File: src/bef_pkg.sv
// package for the bridge error forwarding block
package bef_pkg;

  // register word offsets
  localparam logic [3:0] ADDR_ERR_STATUS  = 4'h0;
  localparam logic [3:0] ADDR_INT_MASK    = 4'h1;
  localparam logic [3:0] ADDR_CONTROL     = 4'h2;
  localparam logic [3:0] ADDR_ERR_MASK    = 4'h3;
  localparam logic [3:0] ADDR_SEVERITY    = 4'h4;
  localparam logic [3:0] ADDR_HEADER_LOG  = 4'h5;
  localparam logic [3:0] ADDR_FIRST_PTR   = 4'h6;

  // pointer register: source in [2:0], valid flag at this bit
  localparam int PTR_VALID = 3;

  // error sources, bit position in mask and severity
  localparam int ERR_TA_POSTED  = 0;
  localparam int ERR_TA_NP      = 1;
  localparam int ERR_UDE_NP     = 2;
  localparam int ERR_UDE_POSTED = 3;
  localparam int NUM_ERR        = 4;

  // status register bit positions
  localparam int ST_RX_TA_SEC     = 0;
  localparam int ST_RX_TA_UNC     = 1;
  localparam int ST_DET_PAR       = 2;
  localparam int ST_UNC_DATA      = 3;
  localparam int ST_MDPE_DET      = 4;
  localparam int ST_MDPE_PRI      = 5;
  localparam int ST_SIG_SERR      = 6;
  localparam int ST_FATAL_DET     = 7;
  localparam int ST_NONFATAL_DET  = 8;
  localparam int ST_W             = 9;

  // control register bit positions
  localparam int CT_SYSTEM_ERROR_ENABLE     = 0;
  localparam int CT_FATAL_EN    = 1;
  localparam int CT_NONFATAL_EN = 2;
  localparam int CT_PERESP_EN   = 3;
  localparam int CT_MA_MODE     = 4;
  localparam int CT_W           = 5;

  // reset values; master-abort mode starts cleared
  localparam logic [CT_W-1:0]    CONTROL_RST = 5'h00;
  localparam logic [NUM_ERR-1:0] MASK_RST    = 4'h0;
  localparam logic [NUM_ERR-1:0] SEV_RST     = 4'h0;
  localparam logic [31:0]        ALL_ONES    = 32'hFFFF_FFFF;

  // completion status encodings
  localparam logic [2:0] CPL_SC = 3'h0;
  localparam logic [2:0] CPL_UR = 3'h1;
  localparam logic [2:0] CPL_CA = 3'h4;

  // delayed transaction kinds
  typedef enum logic [1:0] {
    BEF_DT_MEM_READ = 2'h0,
    BEF_DT_IO_READ  = 2'h1,
    BEF_DT_IO_WRITE = 2'h2
  } bef_dt_kind_t;

  // parallel-bus immediate response
  typedef enum logic [1:0] {
    BEF_RSP_NORMAL = 2'h0,
    BEF_RSP_TABORT = 2'h1
  } bef_rsp_t;

  typedef struct packed {
    logic        valid;
    logic        posted;
    logic [31:0] header;
  } bef_down_event_t;

  typedef struct packed {
    logic        valid;
    logic        posted;
    logic [31:0] header;
    logic [31:0] data;
  } bef_up_write_t;

  typedef struct packed {
    logic         valid;
    bef_dt_kind_t kind;
    logic [2:0]   status;
    logic [31:0]  data;
  } bef_dt_cpl_t;

  typedef struct packed {
    logic        valid;
    logic        poisoned;
    logic [31:0] header;
    logic [31:0] data;
  } bef_up_fwd_t;

  typedef struct packed {
    logic       valid;
    bef_rsp_t   rsp;
    logic [31:0] data;
  } bef_dt_rsp_t;

endpackage

File: src/bef_top.sv
// bridge error forwarding logic with an avalon-mm register slave
//
// The address map and the Avalon-MM register port were decided locally.
`timescale 1ns/1ps
`default_nettype none
module bef_top
  import bef_pkg::*;
(
  input  wire logic            i_core_clk,
  input  wire logic            i_rst,
  input  wire logic [3:0]      i_avs_address,
  input  wire logic            i_avs_read,
  input  wire logic            i_avs_write,
  input  wire logic [31:0]     i_avs_writedata,
  output logic [31:0]          o_avs_readdata,
  output logic                 o_avs_waitrequest,
  input  wire bef_down_event_t i_ta_event,
  input  wire bef_up_write_t   i_up_write,
  input  wire bef_dt_cpl_t     i_dt_cpl,
  output bef_up_fwd_t          o_up_fwd,
  output bef_dt_rsp_t          o_dt_rsp,
  output logic                 o_posted_drop,
  output logic                 o_ca_cpl,
  output logic                 o_np_discard,
  output logic                 o_perr_out,
  output logic                 o_perr_oe,
  output logic                 o_fatal_msg,
  output logic                 o_nonfatal_msg,
  output logic                 o_irq
);

  logic [ST_W-1:0]    status;
  logic [ST_W-1:0]    int_mask;
  logic [CT_W-1:0]    control;
  logic [NUM_ERR-1:0] err_mask;
  logic [NUM_ERR-1:0] severity;
  logic [31:0]        header_log;
  logic [2:0]         first_error_pointer;
  logic               ptr_valid;
  logic               rd_done;

  logic [NUM_ERR-1:0] err_hit;
  logic [NUM_ERR-1:0] err_live;
  logic [NUM_ERR-1:0] err_report;
  logic [ST_W-1:0]    set_bits;
  logic [ST_W-1:0]    clr_bits;
  logic               any_live;
  logic               any_fatal;
  logic               any_nonfatal;
  logic               msg_en_fatal;
  logic               msg_en_nonfatal;
  logic               msg_fatal;
  logic               msg_nonfatal;
  logic [2:0]         first_idx;
  logic [31:0]        first_hdr;
  logic               wr_hit;
  logic               peresp;
  logic               ude;

  assign peresp = control[CT_PERESP_EN];
  assign ude    = i_up_write.valid;

  // error event decode
  always_comb
  begin
    err_hit                 = '0;
    err_hit[ERR_TA_POSTED]  = i_ta_event.valid & i_ta_event.posted;
    err_hit[ERR_TA_NP]      = i_ta_event.valid & ~i_ta_event.posted;
    err_hit[ERR_UDE_NP]     = ude & ~i_up_write.posted;
    err_hit[ERR_UDE_POSTED] = ude & i_up_write.posted;
  end

  // per-source qualification by mask and reporting enables
  genvar g;
  generate
    for (g = 0; g < NUM_ERR; g++)
    begin : g_err
      assign err_live[g]   = err_hit[g] & ~err_mask[g];
      assign err_report[g] = err_live[g] &
        (control[CT_SYSTEM_ERROR_ENABLE] |
         (severity[g] ? control[CT_FATAL_EN]
                      : control[CT_NONFATAL_EN]));
    end
  endgenerate

  assign any_live     = |err_live;
  assign any_fatal    = |(err_hit & severity);
  assign any_nonfatal = |(err_hit & ~severity);
  assign msg_fatal    = |(err_report & severity);
  assign msg_nonfatal = |(err_report & ~severity);
  assign msg_en_fatal    = msg_fatal;
  assign msg_en_nonfatal = msg_nonfatal;

  // lowest live source is logged first when several collide
  always_comb
  begin
    first_idx = 3'h0;
    first_hdr = 32'h0000_0000;
    for (int k = NUM_ERR - 1; k >= 0; k--)
    begin
      if (err_live[k])
      begin
        first_idx = 3'(k);
        first_hdr = (k < ERR_UDE_NP) ? i_ta_event.header
                                     : i_up_write.header;
      end
    end
  end

  // status set terms
  always_comb
  begin
    set_bits                  = '0;
    set_bits[ST_RX_TA_SEC]    = i_ta_event.valid;
    set_bits[ST_RX_TA_UNC]    = i_ta_event.valid;
    set_bits[ST_DET_PAR]      = ude;
    set_bits[ST_UNC_DATA]     = ude;
    set_bits[ST_MDPE_DET]     = err_hit[ERR_UDE_POSTED] & peresp;
    set_bits[ST_MDPE_PRI]     = 1'b0;
    set_bits[ST_SIG_SERR]     = (msg_fatal | msg_nonfatal) &
                                control[CT_SYSTEM_ERROR_ENABLE];
    set_bits[ST_FATAL_DET]    = any_fatal;
    set_bits[ST_NONFATAL_DET] = any_nonfatal;
  end

  // avalon-mm slave: writes take one cycle, reads wait one cycle
  assign wr_hit            = i_avs_write;
  assign o_avs_waitrequest = i_avs_read & ~rd_done;
  assign clr_bits = (wr_hit && i_avs_address == ADDR_ERR_STATUS)
                  ? i_avs_writedata[ST_W-1:0] : '0;

  always_ff @(posedge i_core_clk)
  begin
    if (i_rst)
      rd_done <= 1'b0;
    else
      rd_done <= i_avs_read & ~rd_done;
  end

  always_ff @(posedge i_core_clk)
  begin
    if (i_rst)
      o_avs_readdata <= 32'h0000_0000;
    else if (i_avs_read & ~rd_done)
    begin
      case (i_avs_address)
        ADDR_ERR_STATUS: o_avs_readdata <= 32'(status);
        ADDR_INT_MASK:   o_avs_readdata <= 32'(int_mask);
        ADDR_CONTROL:    o_avs_readdata <= 32'(control);
        ADDR_ERR_MASK:   o_avs_readdata <= 32'(err_mask);
        ADDR_SEVERITY:   o_avs_readdata <= 32'(severity);
        ADDR_HEADER_LOG: o_avs_readdata <= header_log;
        ADDR_FIRST_PTR:  o_avs_readdata <= {28'h000_0000, ptr_valid,
                                            first_error_pointer};
        default:         o_avs_readdata <= 32'h0000_0000;
      endcase
    end
  end

  // sticky status: set wins over a write-one clear
  always_ff @(posedge i_core_clk)
  begin
    if (i_rst)
      status <= '0;
    else
      status <= (status & ~clr_bits) | set_bits;
  end

  always_ff @(posedge i_core_clk)
  begin
    if (i_rst)
    begin
      int_mask <= '0;
      control  <= CONTROL_RST;
      err_mask <= MASK_RST;
      severity <= SEV_RST;
    end
    else if (wr_hit)
    begin
      case (i_avs_address)
        ADDR_INT_MASK: int_mask <= i_avs_writedata[ST_W-1:0];
        ADDR_CONTROL:  control  <= i_avs_writedata[CT_W-1:0];
        ADDR_ERR_MASK: err_mask <= i_avs_writedata[NUM_ERR-1:0];
        ADDR_SEVERITY: severity <= i_avs_writedata[NUM_ERR-1:0];
        default:       ;
      endcase
    end
  end

  // first header capture; an error is logged only while the pointer is not valid
  always_ff @(posedge i_core_clk)
  begin
    if (i_rst)
    begin
      ptr_valid           <= 1'b0;
      first_error_pointer <= 3'h0;
      header_log          <= 32'h0000_0000;
    end
    else if (any_live && !ptr_valid)
    begin
      ptr_valid           <= 1'b1;
      first_error_pointer <= first_idx;
      header_log          <= first_hdr;
    end
    else if (wr_hit && i_avs_address == ADDR_FIRST_PTR &&
             i_avs_writedata[PTR_VALID])
      ptr_valid <= 1'b0;
  end

  // downstream target-abort outcome
  always_ff @(posedge i_core_clk)
  begin
    if (i_rst)
    begin
      o_posted_drop <= 1'b0;
      o_ca_cpl      <= 1'b0;
    end
    else
    begin
      o_posted_drop <= err_hit[ERR_TA_POSTED];
      o_ca_cpl      <= err_hit[ERR_TA_NP];
    end
  end

  // error messages toward the express link
  always_ff @(posedge i_core_clk)
  begin
    if (i_rst)
    begin
      o_fatal_msg    <= 1'b0;
      o_nonfatal_msg <= 1'b0;
    end
    else
    begin
      o_fatal_msg    <= msg_en_fatal;
      o_nonfatal_msg <= msg_en_nonfatal;
    end
  end

  // upstream write forwarding with poisoning
  always_ff @(posedge i_core_clk)
  begin
    if (i_rst)
    begin
      o_up_fwd     <= '0;
      o_perr_out   <= 1'b0;
      o_perr_oe    <= 1'b0;
      o_np_discard <= 1'b0;
    end
    else
    begin
      // discard only a non-posted write with response enabled
      o_up_fwd.valid    <= ude & ~(~i_up_write.posted & peresp);
      o_up_fwd.poisoned <= ude;
      o_up_fwd.header   <= i_up_write.header;
      o_up_fwd.data     <= i_up_write.data;
      o_perr_out        <= 1'b0; // driven low means asserted
      o_perr_oe         <= ude & peresp;
      o_np_discard      <= ude & ~i_up_write.posted & peresp;
    end
  end

  // delayed transaction completion translation
  always_ff @(posedge i_core_clk)
  begin
    if (i_rst)
      o_dt_rsp <= '0;
    else
    begin
      o_dt_rsp.valid <= i_dt_cpl.valid;
      o_dt_rsp.rsp   <= BEF_RSP_NORMAL;
      o_dt_rsp.data  <= i_dt_cpl.data;
      if (i_dt_cpl.status == CPL_CA)
        o_dt_rsp.rsp <= BEF_RSP_TABORT;
      else if (i_dt_cpl.status == CPL_UR)
      begin
        if (control[CT_MA_MODE])
          o_dt_rsp.rsp <= BEF_RSP_TABORT;
        else if (i_dt_cpl.kind != BEF_DT_IO_WRITE)
          o_dt_rsp.data <= ALL_ONES;
      end
    end
  end

  assign o_irq = |(status & int_mask);

endmodule // bef_top
`default_nettype wire

File: config.mk
export PLATFORM = sky130hd
export DESIGN_NAME = bef_top
export DESIGN_NICKNAME = d
export VERILOG_FILES = /design/src/bef_pkg.sv /design/src/bef_top.sv
export SDC_FILE = /design/constraint.sdc
export NUM_CORES = 1
export LEC_CHECK = 0
export BUFFER_PORTS_ARGS = -buffer_cell sky130_fd_sc_hd__clkbuf_2
export CAP_MARGIN = 15
export CORE_AREA = 2 2 150 152
export DETAILED_ROUTE_END_ITERATION = 12
export DIE_AREA = 0 0 152 154
export GPL_TIMING_DRIVEN = 0
export PLACE_DENSITY = 0.65
export SYNTH_ARGS = -nofsm -noshare
export SYNTH_HDL_FRONTEND = slang
export SYNTH_SLANG_ARGS = --single-unit
File: constraint.sdc
create_clock -name i_core_clk -period 2 [get_ports i_core_clk]
set_clock_uncertainty 0.2 [all_clocks]
set_input_delay 0.3 -clock i_core_clk [delete_from_list [all_inputs] [get_ports i_core_clk]]
set_output_delay 0.3 -clock i_core_clk [all_outputs]
set_load 0.005 [all_outputs]
==> impl_metrics.json <==
{
  "cts_tree": "built",
  "placed_cells": 1307,
  "cp.arrival_ns": 1.51,
  "drive_gt1_share_pct": 35.6,
  "grt_max_degree": 14,
  "tns_ns": -0.00930,
  "finalSetupViolCount": 1,
  "synth.distinct_cells": 51,
  "syn_area_um2": 7480,
  "die_h_um": 154,
  "area_delta_synth_final_pct": 54.9,
  "final.min_clock_period_ns": 2.01,
  "syn_area_per_cell_um2": 10.2,
  "end_kind": "output port",
  "cts_max_level": 1,
  "antenna_found_initial": 1,
  "finalCritPeriodShare_pct": 100,
  "post-route-drc-count": 0,
  "rows": 54,
  "worst_ep_required_time_ns": 1.50,
  "path_clk_slew_ns": 0.06,
  "holdPathEnd": "o_dt_rsp[31]$_SDFF_PP0_",
  "gp_congestion": 0.893,
  "ys_seq_area_share_pct": 54.8,
  "synth_area_leaders": "dfxtp_1, nor2_1, nor2b_1",
  "crit_type": "flip-flop to output port",
  "hold_viol_final": 0,
  "drt_iter0_markers": 520,
  "nets": 1385,
  "synth_cells": 735,
  "tightest_slew_ns": 0.831,
  "clock-root-buffer": "clkbuf_16",
  "reg2reg_slack_ns": 0.03,
  "die_x_um": 152,
  "vias_per_cell": 4.79,
  "grt_overflow": 0,
  "setup_slack_ns": -0.00930,
  "fmax_ghz": 0.498,
  "clock_path_buffers": 3,
  "wire_per_inst_um": 17.8,
  "reg2regPathDepth": 5,
  "core-area_um2": 21700,
  "portBuffers": 291,
  "numCtsBuffers": 23,
  "reg2reg_from": "control[4]$_SDFFE_PP0P_",
  "dr.pass1.iters": 5,
  "grt.total_usage_pct": 22.2,
  "max-cap-violations": 0,
  "synth_edf_count": 0,
  "start_util_pct": 34.5,
  "cp-start-kind": "flip-flop",
  "finalNonFillerCells": 1505,
  "yosys_register_bits": 205,
  "max_slew_margin_pct": 44.1,
  "power.density_nw_per_um2": 833,
  "synth_ff_type": "dfxtp_1",
  "rsz0062_at_grt": "yes",
  "holdCritStartpoint": "i_dt_cpl[35]",
  "drtAntennaViolNets": 0,
  "dieArea_um2": 23400,
  "hpwlAfterDp_mm": 18.6,
  "drt-total-wl_mm": 26.8,
  "ios": 320,
  "hold_class": "primary input to flip-flop",
  "hold_depth": 5,
  "num_vias": 7211,
  "clkLatencyLatePin_ns": 0.50,
  "synth_area_leader_cell": "dfxtp_1",
  "clock_sinks": 205,
  "violations": "setup timing",
  "finalMaxSlewViolations": 0,
  "rr_endpoint": "o_dt_rsp[30]$_SDFF_PP0_",
  "power_leakage_nw": 5.29,
  "grt_pass1_vias": 7453,
  "grt_pass1_wl_mm": 41.5,
  "synthArstFlopShare_pct": 0,
  "ys.warnings.count": 0,
  "status": "finished, violations left",
  "critPathMaxFanout": 3,
  "vdd_drop_max_mv": 0.591,
  "synth_top_cell_area_share_pct": 54.8
}
[cell usage after synthesis, types with 2 or more instances]
master / instances
mux4_2: 2
mux2_2: 9
nand2_1: 9
a211o_1: 2
a21oi_1: 8
buf_6: 8
buf_1: 4
o21bai_1: 2
nor3_1: 12
nor3b_1: 7
nand3b_1: 2
a222oi_1: 2
nand3_1: 11
clkbuf_1: 26
and3b_1: 2
nand2b_1: 9
nor4b_1: 2
inv_1: 8
and3_1: 3
a211oi_1: 5
o21ai_0: 11
nor2_1: 164
nor3_2: 28
a22oi_1: 30
nor2b_1: 65
mux2i_1: 29
a311oi_1: 2
buf_2: 13
buf_4: 2
dfxtp_1: 205
o22ai_1: 5
o22ai_2: 29
[where the power goes]
| part | switching [mW] | internal [mW] | leakage [nW] |
|---|---|---|---|
| Combinational | 0.612 | 0.672 | 3.25 |
| Clock | 1.69 | 2.27 | 0.343 |
| Sequential | 0.113 | 4.30 | 1.69 |
| Total | 2.41 | 7.24 | 5.29 |
[sequential cells by signal, summed over array words and instances, names as in the netlist]
register             flops
o_posted_drop            1
int_mask                 9
severity                 4
o_fatal_msg              1
rd_done                  1
o_dt_rsp                34
o_np_discard             1
header_log              32
o_avs_readdata          32
o_ca_cpl                 1
status                   9
err_mask                 4
first_error_pointer      2
o_nonfatal_msg           1
ptr_valid                1
control                  5
o_perr_oe                1
o_up_fwd                66
[kinds of logic (layout without fill, tap and decap cells)]
logic type,Yosys count,in the layout,synth area share [%]
AO/OA/AOI/OAI,107,107,12.5
flip-flops,205,205,54.8
other,1,4,0.0501
AND/OR/NAND/NOR,320,320,22.4
buffers and inverters,61,548,4.18
multiplexers,41,41,6.04
[worst max-delay path, stage by stage (launching register included)]
cell and delay, ns:
dfxtp_2 0.34, a22o_1 0.25, a221oi_2 0.17, nand3_1 0.11, clkbuf_2 0.13
[area by class of cell]
| type | instances | area [um2] |
|---|---|---|
| Fill cell | 1889 | 10100 |
| Sequential cell | 205 | 4110 |
| Multi-Input combinational cell | 470 | 3090 |
| Timing Repair Buffer | 446 | 2990 |
| Clock buffer | 33 | 653 |
| Tap cell | 280 | 350 |
| Buffer | 53 | 307 |
| Clock inverter | 8 | 48.8 |
| Inverter | 8 | 33.8 |
| Antenna cell | 2 | 5.00 |
[placed cells by master (no fill, tap or decap), drive strengths merged, types with 8 or more instances in the layout]
cell / Yosys / layout
clkbuf: 26 / 348
dfxtp: 205 / 205
nor2: 165 / 165
dlygate4sd3: 0 / 149
nor2b: 65 / 65
nor3: 40 / 40
buf: 27 / 35
o22ai: 34 / 34
a22oi: 30 / 30
mux2i: 29 / 29
nand3: 11 / 11
o21ai: 11 / 11
mux2: 10 / 10
nand2b: 9 / 9
nand2: 9 / 9
a21oi: 8 / 8
[repair_timing]
item	CTS	global route
hold endpoints to repair	166	0
pin swaps	2	0
gates resized for setup	8	15
hold buffers	149	0
setup endpoints to repair	82	57
buffers inserted	2	4
[worst max-delay path by stage]
stage                              start                           to  slack [ns]  depth (start not counted)
global placement                   i_rst  header_log[29]$_SDFFE_PP0P_       -0.42                          4
CTS                 status[4]$_SDFF_PP0_                        o_irq     0.00008                          4
floorplan                 i_ta_event[32]  header_log[10]$_SDFFE_PP0P_        0.16                          7
finish              status[4]$_SDFF_PP0_                        o_irq      -0.009                          4
detailed placement                 i_rst  header_log[27]$_SDFFE_PP0P_       -0.49                          4
global route        status[4]$_SDFF_PP0_                        o_irq        -0.1                          4
[metrics by stage]
stage               setup WS (ns)  power, mW  util [%]  instance area, um2  hold slack [ns]
global route              -0.0955       10.1      53.4               11600           0.0474
global placement           -0.420       5.50      42.8                9290            0.245
floorplan                   0.156       5.02         -                7490            0.178
finish                   -0.00930       9.65      53.4               11600           0.0356
detailed placement         -0.485       5.51      42.8                9290            0.251
CTS                     0.0000835       9.75      53.2               11500          0.00379
[routing by layer]
| metal | wire, um | track usage (%) | share of wire, % | vias up |
|---|---|---|---|---|
| met1 | 11400 | 27.3 | 43 | 3413 |
| met4 | 608 | 6.28 | 2.3 | 0 |
| met5 | 0 | 0 | 0 | - |
| li1 | - | - | - | 3458 |
| met3 | 2160 | 6.09 | 8.1 | 48 |
| met2 | 12600 | 38.2 | 47 | 292 |
(Power assumes the default switching activity.)
